[config.mk]
export PLATFORM = sky130hd
export DESIGN_NAME = rhts_hint_tagger
export DESIGN_NICKNAME = d
export VERILOG_FILES = /design/src/shared/rhts_pkg.sv /design/src/verilog/rhts_hint_tagger.sv /design/src/verilog/rhts_tag_table.sv
export SDC_FILE = /design/constraint.sdc
export NUM_CORES = 2
export LEC_CHECK = 0
export BUFFER_PORTS_ARGS = -buffer_cell sky130_fd_sc_hd__buf_2
export CAP_MARGIN = 20
export CORE_ASPECT_RATIO = 1.25
export CORE_MARGIN = 2
export CORE_UTILIZATION = 35
export DETAILED_ROUTE_END_ITERATION = 16
export PLACE_DENSITY_LB_ADDON = 0.2
export SLEW_MARGIN = 20
export SYNTH_ARGS = -nofsm -noshare
export SYNTH_HDL_FRONTEND = slang
export SYNTH_SLANG_ARGS = --single-unit
export TNS_END_PERCENT = 100
[constraint.sdc]
create_clock -name pclk -period 2.3 [get_ports pclk]
set_clock_uncertainty 0.05 [all_clocks]
set_input_delay 0.575 -clock pclk [delete_from_list [all_inputs] [get_ports pclk]]
set_output_delay 0.575 -clock pclk [all_outputs]
set_load 0.1 [all_outputs]
[src/shared/rhts_pkg.sv]
package rhts_pkg;

   localparam int unsigned TAG_W     = 16;
   localparam int unsigned ADDR_W    = 12;
   localparam int unsigned TBL_IDX_W = 6;

   // Hint codes
   localparam logic [1:0] HINT_BIDIR     = 2'h0;
   localparam logic [1:0] HINT_REQUESTER = 2'h1;
   localparam logic [1:0] HINT_TARGET    = 2'h2;
   localparam logic [1:0] HINT_TGT_PRIO  = 2'h3;

   // Tag mode select encodings
   localparam logic [2:0] MODE_ZERO   = 3'h0;
   localparam logic [2:0] MODE_VECTOR = 3'h1;
   localparam logic [2:0] MODE_VENDOR = 3'h2;

   // Tag table place encodings
   localparam logic [1:0] PLACE_NONE   = 2'h0;
   localparam logic [1:0] PLACE_CAP    = 2'h1;
   localparam logic [1:0] PLACE_VECTOR = 2'h2;

   // Register byte offsets
   localparam logic [11:0] OFF_CAP    = 12'h000;
   localparam logic [11:0] OFF_CTRL   = 12'h004;
   localparam logic [11:0] OFF_STATUS = 12'h008;
   localparam logic [11:0] OFF_TABLE  = 12'h100;
   localparam logic [11:0] OFF_VMASK  = 12'h200;

   // CAP fields
   localparam int unsigned CAP_ZERO_B   = 0;
   localparam int unsigned CAP_VEC_B    = 1;
   localparam int unsigned CAP_VEND_B   = 2;
   localparam int unsigned CAP_CMPL_B   = 3;
   localparam int unsigned CAP_PLACE_LO = 8;
   localparam int unsigned CAP_SIZE_LO  = 16;
   // CTRL fields, then the tag position in a mask-bank word
   localparam int unsigned CTL_MODE_LO  = 0;
   localparam int unsigned CTL_EN_B     = 8;
   localparam int unsigned CTL_MSIX_B   = 9;
   localparam int unsigned CTL_MSI_B    = 10;
   localparam int unsigned CTL_MME_LO   = 12;
   localparam int unsigned VM_TAG_LO    = 16;

   localparam logic [31:0] CTRL_RESET   = 32'h0000_0000;

   typedef struct packed {
      logic                 valid;
      logic                 mem_space;
      logic                 hint_valid;
      logic [1:0]           hint_code;
      logic                 use_index;
      logic [TBL_IDX_W-1:0] index;
      logic [TAG_W-1:0]     explicit_tag;
   } rhts_req_t;

   typedef struct packed {
      logic             valid;
      logic             hint_present;
      logic [1:0]       hint_code;
      logic [TAG_W-1:0] cache_target_tag;
      logic             index_fault;
   } rhts_hdr_t;

endpackage

[src/verilog/rhts_hint_tagger.sv]
// Decided for this implementation: the APB interface to the registers and the placing of the registers.
`timescale 1ns/1ps
module rhts_hint_tagger
   import rhts_pkg::*;
#(
   parameter int unsigned TBL_DEPTH   = 64,
   parameter logic [1:0]  TABLE_PLACE = PLACE_CAP,
   parameter bit          HAS_VECTOR  = 1'b1,
   parameter bit          HAS_VENDOR  = 1'b1,
   parameter bit          CMPL_HINTS  = 1'b1
) (
   input  wire logic              pclk,     // Clock, 20 MHz
   input  wire logic              presetn,  // Async reset, low
   input  wire logic              psel,     // APB select
   input  wire logic              penable,  // APB enable
   input  wire logic              pwrite,   // APB direction
   input  wire logic [ADDR_W-1:0] paddr,    // APB byte address
   input  wire logic [31:0]       pwdata,   // APB write data
   input  wire logic [3:0]        pstrb,    // APB byte strobes
   output logic      [31:0]       prdata,   // APB read data
   output logic                   pready,   // APB ready
   output logic                   pslverr,  // APB error
   input  wire rhts_pkg::rhts_req_t req,    // Request from generator
   output rhts_pkg::rhts_hdr_t    hdr       // Header hint fields, reg
);
   import rhts_pkg::*;

   ////////////////////////////////////////////////////////////////////
   typedef struct packed {
      logic [2:0]  mode;
      logic        enable;
      logic        msix_en;
      logic        msi_en;
      logic [2:0]  mme;
      logic [31:0] rdata;
      logic        err;
      logic        ready;
      rhts_hdr_t   hdr;
      logic [15:0] hdr_count;
      logic [15:0] fault_count;
   } rhts_state_t;

   rhts_state_t s_q, s_d;

   ////////////////////////////////////////////////////////////////////
   logic                 setup;
   logic                 tbl_we;
   logic [TBL_IDX_W-1:0] tbl_widx;
   logic [TAG_W-1:0]     tbl_wdata;
   logic [TBL_IDX_W-1:0] bus_idx;
   logic [TAG_W-1:0]     bus_tag;
   logic [TBL_IDX_W-1:0] hdr_idx;
   logic [TAG_W-1:0]     hdr_tag;
   logic [2:0]           eff_mode;
   logic [TBL_IDX_W:0]   idx_limit;
   logic                 in_tbl;
   logic                 in_vm;
   logic [31:0]          cap_word;

   assign setup = psel && !penable;
   assign in_tbl = (paddr >= OFF_TABLE) && (paddr < OFF_VMASK);
   // Mask bank is as long as the table bank; anything above is unmapped
   assign in_vm  = (paddr >= OFF_VMASK)
                   && (paddr < OFF_VMASK + (OFF_VMASK - OFF_TABLE));
   assign bus_idx = paddr[TBL_IDX_W+1:2];

   rhts_tag_table #(
      .DEPTH (TBL_DEPTH),
      .IW    (TBL_IDX_W),
      .TW    (TAG_W)
   ) u_table (
      .pclk    (pclk),
      .presetn (presetn),
      .we      (tbl_we),
      .widx    (tbl_widx),
      .wdata   (tbl_wdata),
      .ridx_a  (bus_idx),
      .rdata_a (bus_tag),
      .ridx_b  (hdr_idx),
      .rdata_b (hdr_tag)
   );

   // Capability word: modes, completer bit, place, size
   always_comb begin
      cap_word = '0;
      cap_word[CAP_ZERO_B] = 1'b1;
      cap_word[CAP_VEC_B]  = HAS_VECTOR;
      cap_word[CAP_VEND_B] = HAS_VENDOR;
      cap_word[CAP_CMPL_B] = CMPL_HINTS;
      cap_word[CAP_PLACE_LO +: 2] = TABLE_PLACE;
      cap_word[CAP_SIZE_LO +: 11] = 11'(TBL_DEPTH - 1);
   end

   // One place only: table bank vs. mask-word bank
   always_comb begin
      tbl_we    = 1'b0;
      tbl_widx  = bus_idx;
      tbl_wdata = pwdata[TAG_W-1:0];
      // Misaligned writes are refused, so they must not touch the table
      if (psel && penable && pwrite && paddr[1:0] == 2'b00) begin
         if (in_tbl && TABLE_PLACE == PLACE_CAP) begin
            tbl_we = pstrb[1] && pstrb[0];
         end else if (in_vm && TABLE_PLACE == PLACE_VECTOR) begin
            tbl_we    = pstrb[3] && pstrb[2];
            tbl_wdata = pwdata[VM_TAG_LO +: TAG_W];
         end
      end
   end

   // Reserved or unsupported modes fall back to zero tags
   always_comb begin
      eff_mode = MODE_ZERO;
      if (s_q.mode == MODE_VECTOR && HAS_VECTOR) begin
         eff_mode = MODE_VECTOR;
      end else if (s_q.mode == MODE_VENDOR && HAS_VENDOR) begin
         eff_mode = MODE_VENDOR;
      end
   end

   // Vector bound: MSI grant (2^mme) or MSI-X table size
   always_comb begin
      idx_limit = (TBL_IDX_W+1)'(TBL_DEPTH);
      if (s_q.msi_en) begin
         // Shift only while it fits, so a large grant cannot wrap to zero
         if (s_q.mme <= 3'(TBL_IDX_W)) begin
            idx_limit = (TBL_IDX_W+1)'(1) << s_q.mme;
         end
         if (idx_limit > (TBL_IDX_W+1)'(TBL_DEPTH)) begin
            idx_limit = (TBL_IDX_W+1)'(TBL_DEPTH);
         end
      end
   end

   assign hdr_idx = req.index;

   ////////////////////////////////////////////////////////////////////
   always_comb begin
      s_d       = s_q;
      s_d.ready = 1'b0;
      // APB: answer one cycle after setup
      if (setup) begin
         s_d.ready = 1'b1;
         s_d.err   = 1'b0;
         s_d.rdata = '0;
         if (paddr[1:0] != 2'b00) begin
            s_d.err = 1'b1;
         end else if (paddr == OFF_CAP) begin
            s_d.rdata = cap_word;
            s_d.err   = pwrite;
         end else if (paddr == OFF_CTRL) begin
            s_d.rdata[CTL_MODE_LO +: 3] = s_q.mode;
            s_d.rdata[CTL_EN_B]         = s_q.enable;
            s_d.rdata[CTL_MSIX_B]       = s_q.msix_en;
            s_d.rdata[CTL_MSI_B]        = s_q.msi_en;
            s_d.rdata[CTL_MME_LO +: 3]  = s_q.mme;
         end else if (paddr == OFF_STATUS) begin
            s_d.rdata = {s_q.fault_count, s_q.hdr_count};
            s_d.err   = pwrite;
         end else if (in_tbl && bus_idx < TBL_IDX_W'(TBL_DEPTH - 1)
                      || in_tbl && bus_idx == TBL_IDX_W'(TBL_DEPTH - 1)) begin
            if (TABLE_PLACE == PLACE_CAP) begin
               s_d.rdata[TAG_W-1:0] = bus_tag;
            end
         end else if (in_vm) begin
            if (TABLE_PLACE == PLACE_VECTOR) begin
               s_d.rdata[VM_TAG_LO +: TAG_W] = bus_tag;
            end
         end else begin
            s_d.err = 1'b1;
         end
      end
      if (psel && penable && pwrite && paddr == OFF_CTRL) begin
         if (pstrb[0]) begin
            s_d.mode = pwdata[CTL_MODE_LO +: 3];
         end
         if (pstrb[1]) begin
            s_d.enable  = pwdata[CTL_EN_B];
            s_d.msix_en = pwdata[CTL_MSIX_B];
            s_d.msi_en  = pwdata[CTL_MSI_B];
            s_d.mme     = pwdata[CTL_MME_LO +: 3];
         end
      end

      // Header build, one register stage
      s_d.hdr = '0;
      if (req.valid) begin
         s_d.hdr.valid = 1'b1;
         // Memory access controls live upstream and stay untouched
         if (req.mem_space && req.hint_valid && s_q.enable) begin
            s_d.hdr.hint_present = 1'b1;
            s_d.hdr.hint_code    = req.hint_code;
            s_d.hdr.cache_target_tag = '0;
            case (eff_mode)
               MODE_VECTOR: begin
                  if ({1'b0, req.index} < idx_limit) begin
                     s_d.hdr.cache_target_tag = hdr_tag;
                  end else begin
                     s_d.hdr.index_fault = 1'b1;
                  end
               end
               MODE_VENDOR: begin
                  if (req.use_index) begin
                     s_d.hdr.cache_target_tag = hdr_tag;
                  end else begin
                     s_d.hdr.cache_target_tag = req.explicit_tag;
                  end
               end
               default: begin
                  s_d.hdr.cache_target_tag = '0;
               end
            endcase
            s_d.hdr_count = s_q.hdr_count + 16'h0001;
            if (s_d.hdr.index_fault) begin
               s_d.fault_count = s_q.fault_count + 16'h0001;
            end
         end
      end
   end

   always_ff @(posedge pclk or negedge presetn) begin
      if (!presetn) begin
         s_q <= '0;
      end else begin
         s_q <= s_d;
      end
   end

   assign prdata  = s_q.rdata;
   assign pready  = s_q.ready;
   assign pslverr = s_q.ready & s_q.err;
   assign hdr     = s_q.hdr;
endmodule

[src/verilog/rhts_tag_table.sv]
`timescale 1ns/1ps
module rhts_tag_table #(
   parameter int unsigned DEPTH = 64,
   parameter int unsigned IW    = 6,
   parameter int unsigned TW    = 16
) (
   input  wire logic          pclk,    // Clock
   input  wire logic          presetn, // Async reset, low
   input  wire logic          we,      // Write strobe
   input  wire logic [IW-1:0] widx,    // Write index
   input  wire logic [TW-1:0] wdata,   // Write tag
   input  wire logic [IW-1:0] ridx_a,  // Read index, bus
   output logic      [TW-1:0] rdata_a, // Read tag, bus
   input  wire logic [IW-1:0] ridx_b,  // Read index, header
   output logic      [TW-1:0] rdata_b  // Read tag, header
);
   logic [TW-1:0] mem_q [DEPTH];

   always_ff @(posedge pclk or negedge presetn) begin
      if (!presetn) begin
         for (int i = 0; i < DEPTH; i++) mem_q[i] <= '0;
      end else if (we) begin
         mem_q[widx] <= wdata;
      end
   end

   // Combinational read so the header sees the tag in its own cycle
   assign rdata_a = mem_q[ridx_a];
   assign rdata_b = mem_q[ridx_b];
endmodule

### Word level (Yosys, flattened, before mapping)

Cells that the tools add are included.

* bitwise gates (word level): 3
* reduce and logical (&&, ||, !) cells: 22
* shifts and indexed selects: 1
* add/sub/neg operators: 2
* order comparisons: 11
* mux-type cells: 43
* eq/ne operators: 7

Operator list (number)
* $bwmux 1024: 1
* $bmux 16 s6: 2
* $mux 16: 10
* $demux 16 s6: 1
* $mux 53: 1
* $mux 52: 1
* $mux 17: 2
* $mux 33: 1
* $add 16x1->16 const B: 2
* $mux 32: 1
* $pmux 16 s2: 1
* $mux 7: 4
* $lt 12x10->1 const B: 2
* $ge 7x7->1 const B: 2
* $not 6->7: 2
* $logic_and 1x1->1: 13
* $eq 12x3->1 const B: 1
* $eq 12x4->1 const B: 1
* $ge 12x10->1 const B: 1
* $ge 12x9->1 const B: 1
* $logic_not 12->1: 1
* $mux 1: 12
* $mux 3: 3
* $gt 7x7->1 const B: 1
* 19 further kinds: 22

* input bits: 81
* register bits after elaboration: 1120
* output and inout bits: 55
* word-level logic and storage cells: 168

### Depth between registers and ports, before layout

* word-level depth: 14
* gate-level depth with buffers: 11
* depth with buffers taken out: 9

### By module

A second synthesis with hierarchy kept.

* cell total of the unflattened synthesis: 3919
* area, all modules: 59572.1 um^2

Modules (own cells, without submodules)
* rhts_tag_table: sequential area each 25624.6 um^2, cells each 3491, area each 54802.6 um^2, instances 1
* rhts_hint_tagger: sequential area each 2402.3 um^2, cells each 428, area each 4769.6 um^2, instances 1

### Worst setup path after synthesis

Ideal clock, no wire load.

* path kind: input to register
* from: input port req[16] (netlist name)
* to: register s_q (netlist bit hdr[2])
* stages on the path: 8
* arrival: 2510 ps
* buffers on the path: 3
* setup time: 124 ps
* data required time: 2126 ps
* slack: -384 ps
* cell sequence: clkbuf_1 -> buf_2 -> buf_2 -> mux4_2 -> a221oi_1 -> nand3_1 -> a21oi_1 -> nor3_1

RTL lines
* from (decl): RTL line rhts_hint_tagger.sv:23 `input wire rhts_pkg::rhts_req_t req,`
* to (signal assigned): RTL line rhts_hint_tagger.sv:222 `s_q <= '0;`
* to (signal assigned): RTL line rhts_hint_tagger.sv:224 `s_q <= s_d;`
* to (decl): RTL line rhts_hint_tagger.sv:43 `rhts_state_t s_q, s_d;`

### Worst setup path after layout

* from: input port paddr[6]
* to: register s_q (netlist bit prdata[7])

* cells in the longest elaborated chain, start to end: 9
* elaborated cells between the ends (all ways): 20
* classes of those cells: 3 x order compare; 3 x eq/ne; 8 x mux; 1 x bitwise; 5 x reduce/logical

RTL lines
* from (decl): RTL line rhts_hint_tagger.sv:17 `input wire logic [ADDR_W-1:0] paddr,`
* $not 6->7 (implied by the code), or another cell as far along: RTL line rhts_tag_table.sv:28 `assign rdata_a = mem_q[ridx_a];`
* $bmux 16 s6 or $logic_and 1x1->1 (tied branches): RTL line rhts_tag_table.sv:28, rhts_hint_tagger.sv:61
* $mux 16 (implied by the code), or another cell as far along: RTL line rhts_tag_table.sv:28
* $mux 16 (implied by the code) or $logic_or 1x1->1 (tied branches): RTL line rhts_tag_table.sv:28, rhts_hint_tagger.sv:160
* $mux 16: RTL line rhts_hint_tagger.sv:159 `end else if (in_tbl && bus_idx < TBL_IDX_W'(TBL_DEPTH - 1)`
* $mux 17: RTL line rhts_hint_tagger.sv:156 `end else if (paddr == OFF_STATUS) begin`
* $mux 5: RTL line rhts_hint_tagger.sv:150 `end else if (paddr == OFF_CTRL) begin`
* $mux 33 (*): RTL line rhts_hint_tagger.sv:147 `end else if (paddr == OFF_CAP) begin`
* $mux 32 (*): RTL line rhts_hint_tagger.sv:145 `if (paddr[1:0] != 2'b00) begin`

Mark *: on every way between the ends. The rest lies on a longest branch, timed or not. The select of a mux whose other input is x is not followed.
A chain may end at the register's enable or synchronous reset.

==> metrics <==
minimum setup slack among reg-to-reg paths=-0.18 ns; RePlAce Congestion=0.966; Critical Path Sink Type=register; clock tree buffer depth=3; total of fill cells in the finished design=15600; part of the Yosys area used for sequential elements=0.467; violated checks=setup timing; Net count, final=5099; ratio of cells with drive above 1 in the final layout=0.521; worst-case setup margin in the final layout=-0.324 ns; worst hold start=req[25]; status=finished with violations; count of mapped cells out of synthesis=4434; worst hold stages=3; area after detailed placement=0.0701 mm^2; number of cell rows=169; Vias per Instance=6.06; Yosys warning total=0; worst hold slack across all endpoints=0.115 ns; Horiz. Die Dim=374 um; worst min-delay path endpoint=s_q[16]; static leakage=35.6 nW; portion of the clock cycle consumed by the worst path in the final layout=1.14; clock tree from TritonCTS=built; achievable clock frequency=381 MHz; most common cell in the synthesized netlist=dfrtp_1; Synth Register Bits=1120; Post-Synthesis Mean Instance Area=13.5 um^2; Cell variety after synth=65; Pwr Density=597 mW/mm^2; maximum vdd drop=0.000642 V; clock latency of the later-clocked register in the worst-skew pair=0.78 ns; area overhead of the layout relative to synthesis=25.2%; die outline height=467 um; crit path max fanout=9; Crit Path Category=in -> reg; cell at the root of the clock tree=clkbuf_16; largest area contributor in the synthesized netlist=dfrtp_1; number of max-capacitance violations reported=0; leading cell types by count after synthesis=dfrtp_1, mux2_2, mux2i_1; ys flop type=dfrtp_1; Die ar.=0.175 mm^2; total of buffers placed on input and output ports=117; clk slew on worst S/H paths=0.06 ns; EDFF count, synth=0; CTS sink count=1120; worst r2r dst=hdr[12]; launch instance of the worst register-to-register path=s_q[88]; final HPWL from detailed placement=185000 um; total design power=44.8 mW; Mapped Nets=4522; first drt pass iteration count=6; first-pass GRT wire length=360000 um; area share of the largest cell type after synthesis=0.467; r2r worst-path depth=12; arrival time at the worst endpoint=3.21 ns; total overflow reported by the global router=0; antenna violations before repair=9; TritonCTS Buffers=117; final std cell area, no fill=0.0751 mm^2; Slew @ Worst Pin=1.03 ns; number of global-route vias before repair=45600; Max Transition Viols Final=0; post-synthesis async set-or-reset flop share=1.00; unrepaired setup endpoints after global routing=true; number of design rule violations left after detail routing=0; number of top-level pins=136; Min-Delay Path Class=in -> reg; overall routed net length=256000 um; total count of hold-check failures in the final report=0; post-detailed-route count of antenna-violating nets=0; Post-Place Setup Slack=-1.46 ns; effective utilization at floorplan=0.353; netlist area before placement=0.0600 mm^2; Final setup violation count=25; depth of the CTS H-tree=3; required arrival time at the worst endpoint=2.88 ns; relative slew slack=0.315; Total Routing Usage GR=0.291; total core area=0.170 mm^2; type of element launching the critical path=input port; largest net degree at the start of global routing=88; final critical path time including I/O delays and setup=2.62 ns; startpoint of the worst setup timing path=paddr[6]; largest cells by area after synthesis=dfrtp_1, mux2_2, mux4_2; DRT iter0 DRCs=4473; drt wl/cell=34.9 um; Vias=44500
## metrics by stage
| step | cells | setup TNS [ns] | util |
|---|---|---|---|
| floorplan | 4434 | -203.04 | - |
| global placement | 7096 | -506.89 | 0.412 |
| detailed placement | 7096 | -516.68 | 0.412 |
| CTS | 7332 | -1.26 | 0.440 |
| global route | 7336 | -2.68 | 0.442 |
| finish | 7341 | -2.11 | 0.442 |
## flip-flops by register name, summed over array words and instances, names as in the netlist
register and cells:
u_table.mem_q 1024, s_q 42, prdata 32, hdr 21, pready 1
## metal layers
| metal | wire length (um) | vias to the layer above | share of wire | GRT usage |
|---|---|---|---|---|
| li1 | - | 18000 | - | - |
| met1 | 100000 | 23800 | 0.39 | 0.362 |
| met2 | 117000 | 2020 | 0.46 | 0.458 |
| met3 | 19300 | 614 | 0.075 | 0.0603 |
| met4 | 19900 | 10 | 0.078 | 0.192 |
| met5 | 153 | - | 0.00060 | 0.00410 |
## cell type report
type,count,area [um^2],area share
sequential,1120,28000,0.373
antenna,6,15.0,0.000200
tap,2223,2780,0.0370
timing repair buffer,930,9690,0.129
clock inverter,56,737,0.00982
multi-input combinational,2830,30300,0.404
inverter,12,45.0,0.000600
clock buffer,164,3450,0.0459
## placed cells by master (no fill, tap or decap), drive strengths merged, types with 13 or more instances in the layout
cell type,instances
nand4,13
o21a,20
buf,924
a221oi,47
mux2,1040
clkinv,31
bufinv,16
o21ai,54
and3,34
mux4,329
a22o,15
nand2,155
xnor2,20
a21oi,128
inv,15
mux2i,398
a221o,30
a22oi,144
dfrtp,1120
nand3,146
nor3,32
nor2b,21
nor2,74
clkbuf,166
## critical path, stage by stage
cell      delay [ns]
buf_2           0.21
buf_4           0.20
nand3_1         0.47
nor2_1          0.31
a32oi_2         0.29
buf_4           0.16
o211ai_1        0.25
nor4_4          0.61
o21ai_1         0.10
## power by group
| part | switching [mW] | total [mW] | internal [mW] |
|---|---|---|---|
| combinational | 2.71 | 4.21 | 1.51 |
| sequential | 0.00804 | 19.7 | 19.7 |
| clock | 8.64 | 20.9 | 12.2 |
## logic make-up (layout without fill, tap and decap cells)
group,after synthesis,in the layout,synth area share
buf+inv,484,1162,0.0391
other cells,0,6,0
xor+xnor,31,31,0.00453
mux,1767,1767,0.385
flops,1120,1120,0.467
fa+ha+maj,7,7,0.00146
simple gates,520,520,0.0437
compound gates,505,505,0.0586
## worst max-delay path by stage
stage	to	slack [ns]
3_5_place_dp	prdata[7]	-1.46
4_1_cts	prdata[7]	-0.16
3_3_place_gp	prdata[7]	-1.44
5_1_grt	prdata[7]	-0.23
2_1_floorplan	u_table.mem_q[309]	-0.30
6_report	prdata[7]	-0.32
## repair_timing
item,CTS,global route
endpoints found under the setup margin,56,41
resized for setup,117,47
buffers inserted,15,5
hold buffers,4,0
cloned,0,0
hold endpoints to repair,387,0
pin swaps,29,19
Note: power is estimated with default switching activity, not from simulation.
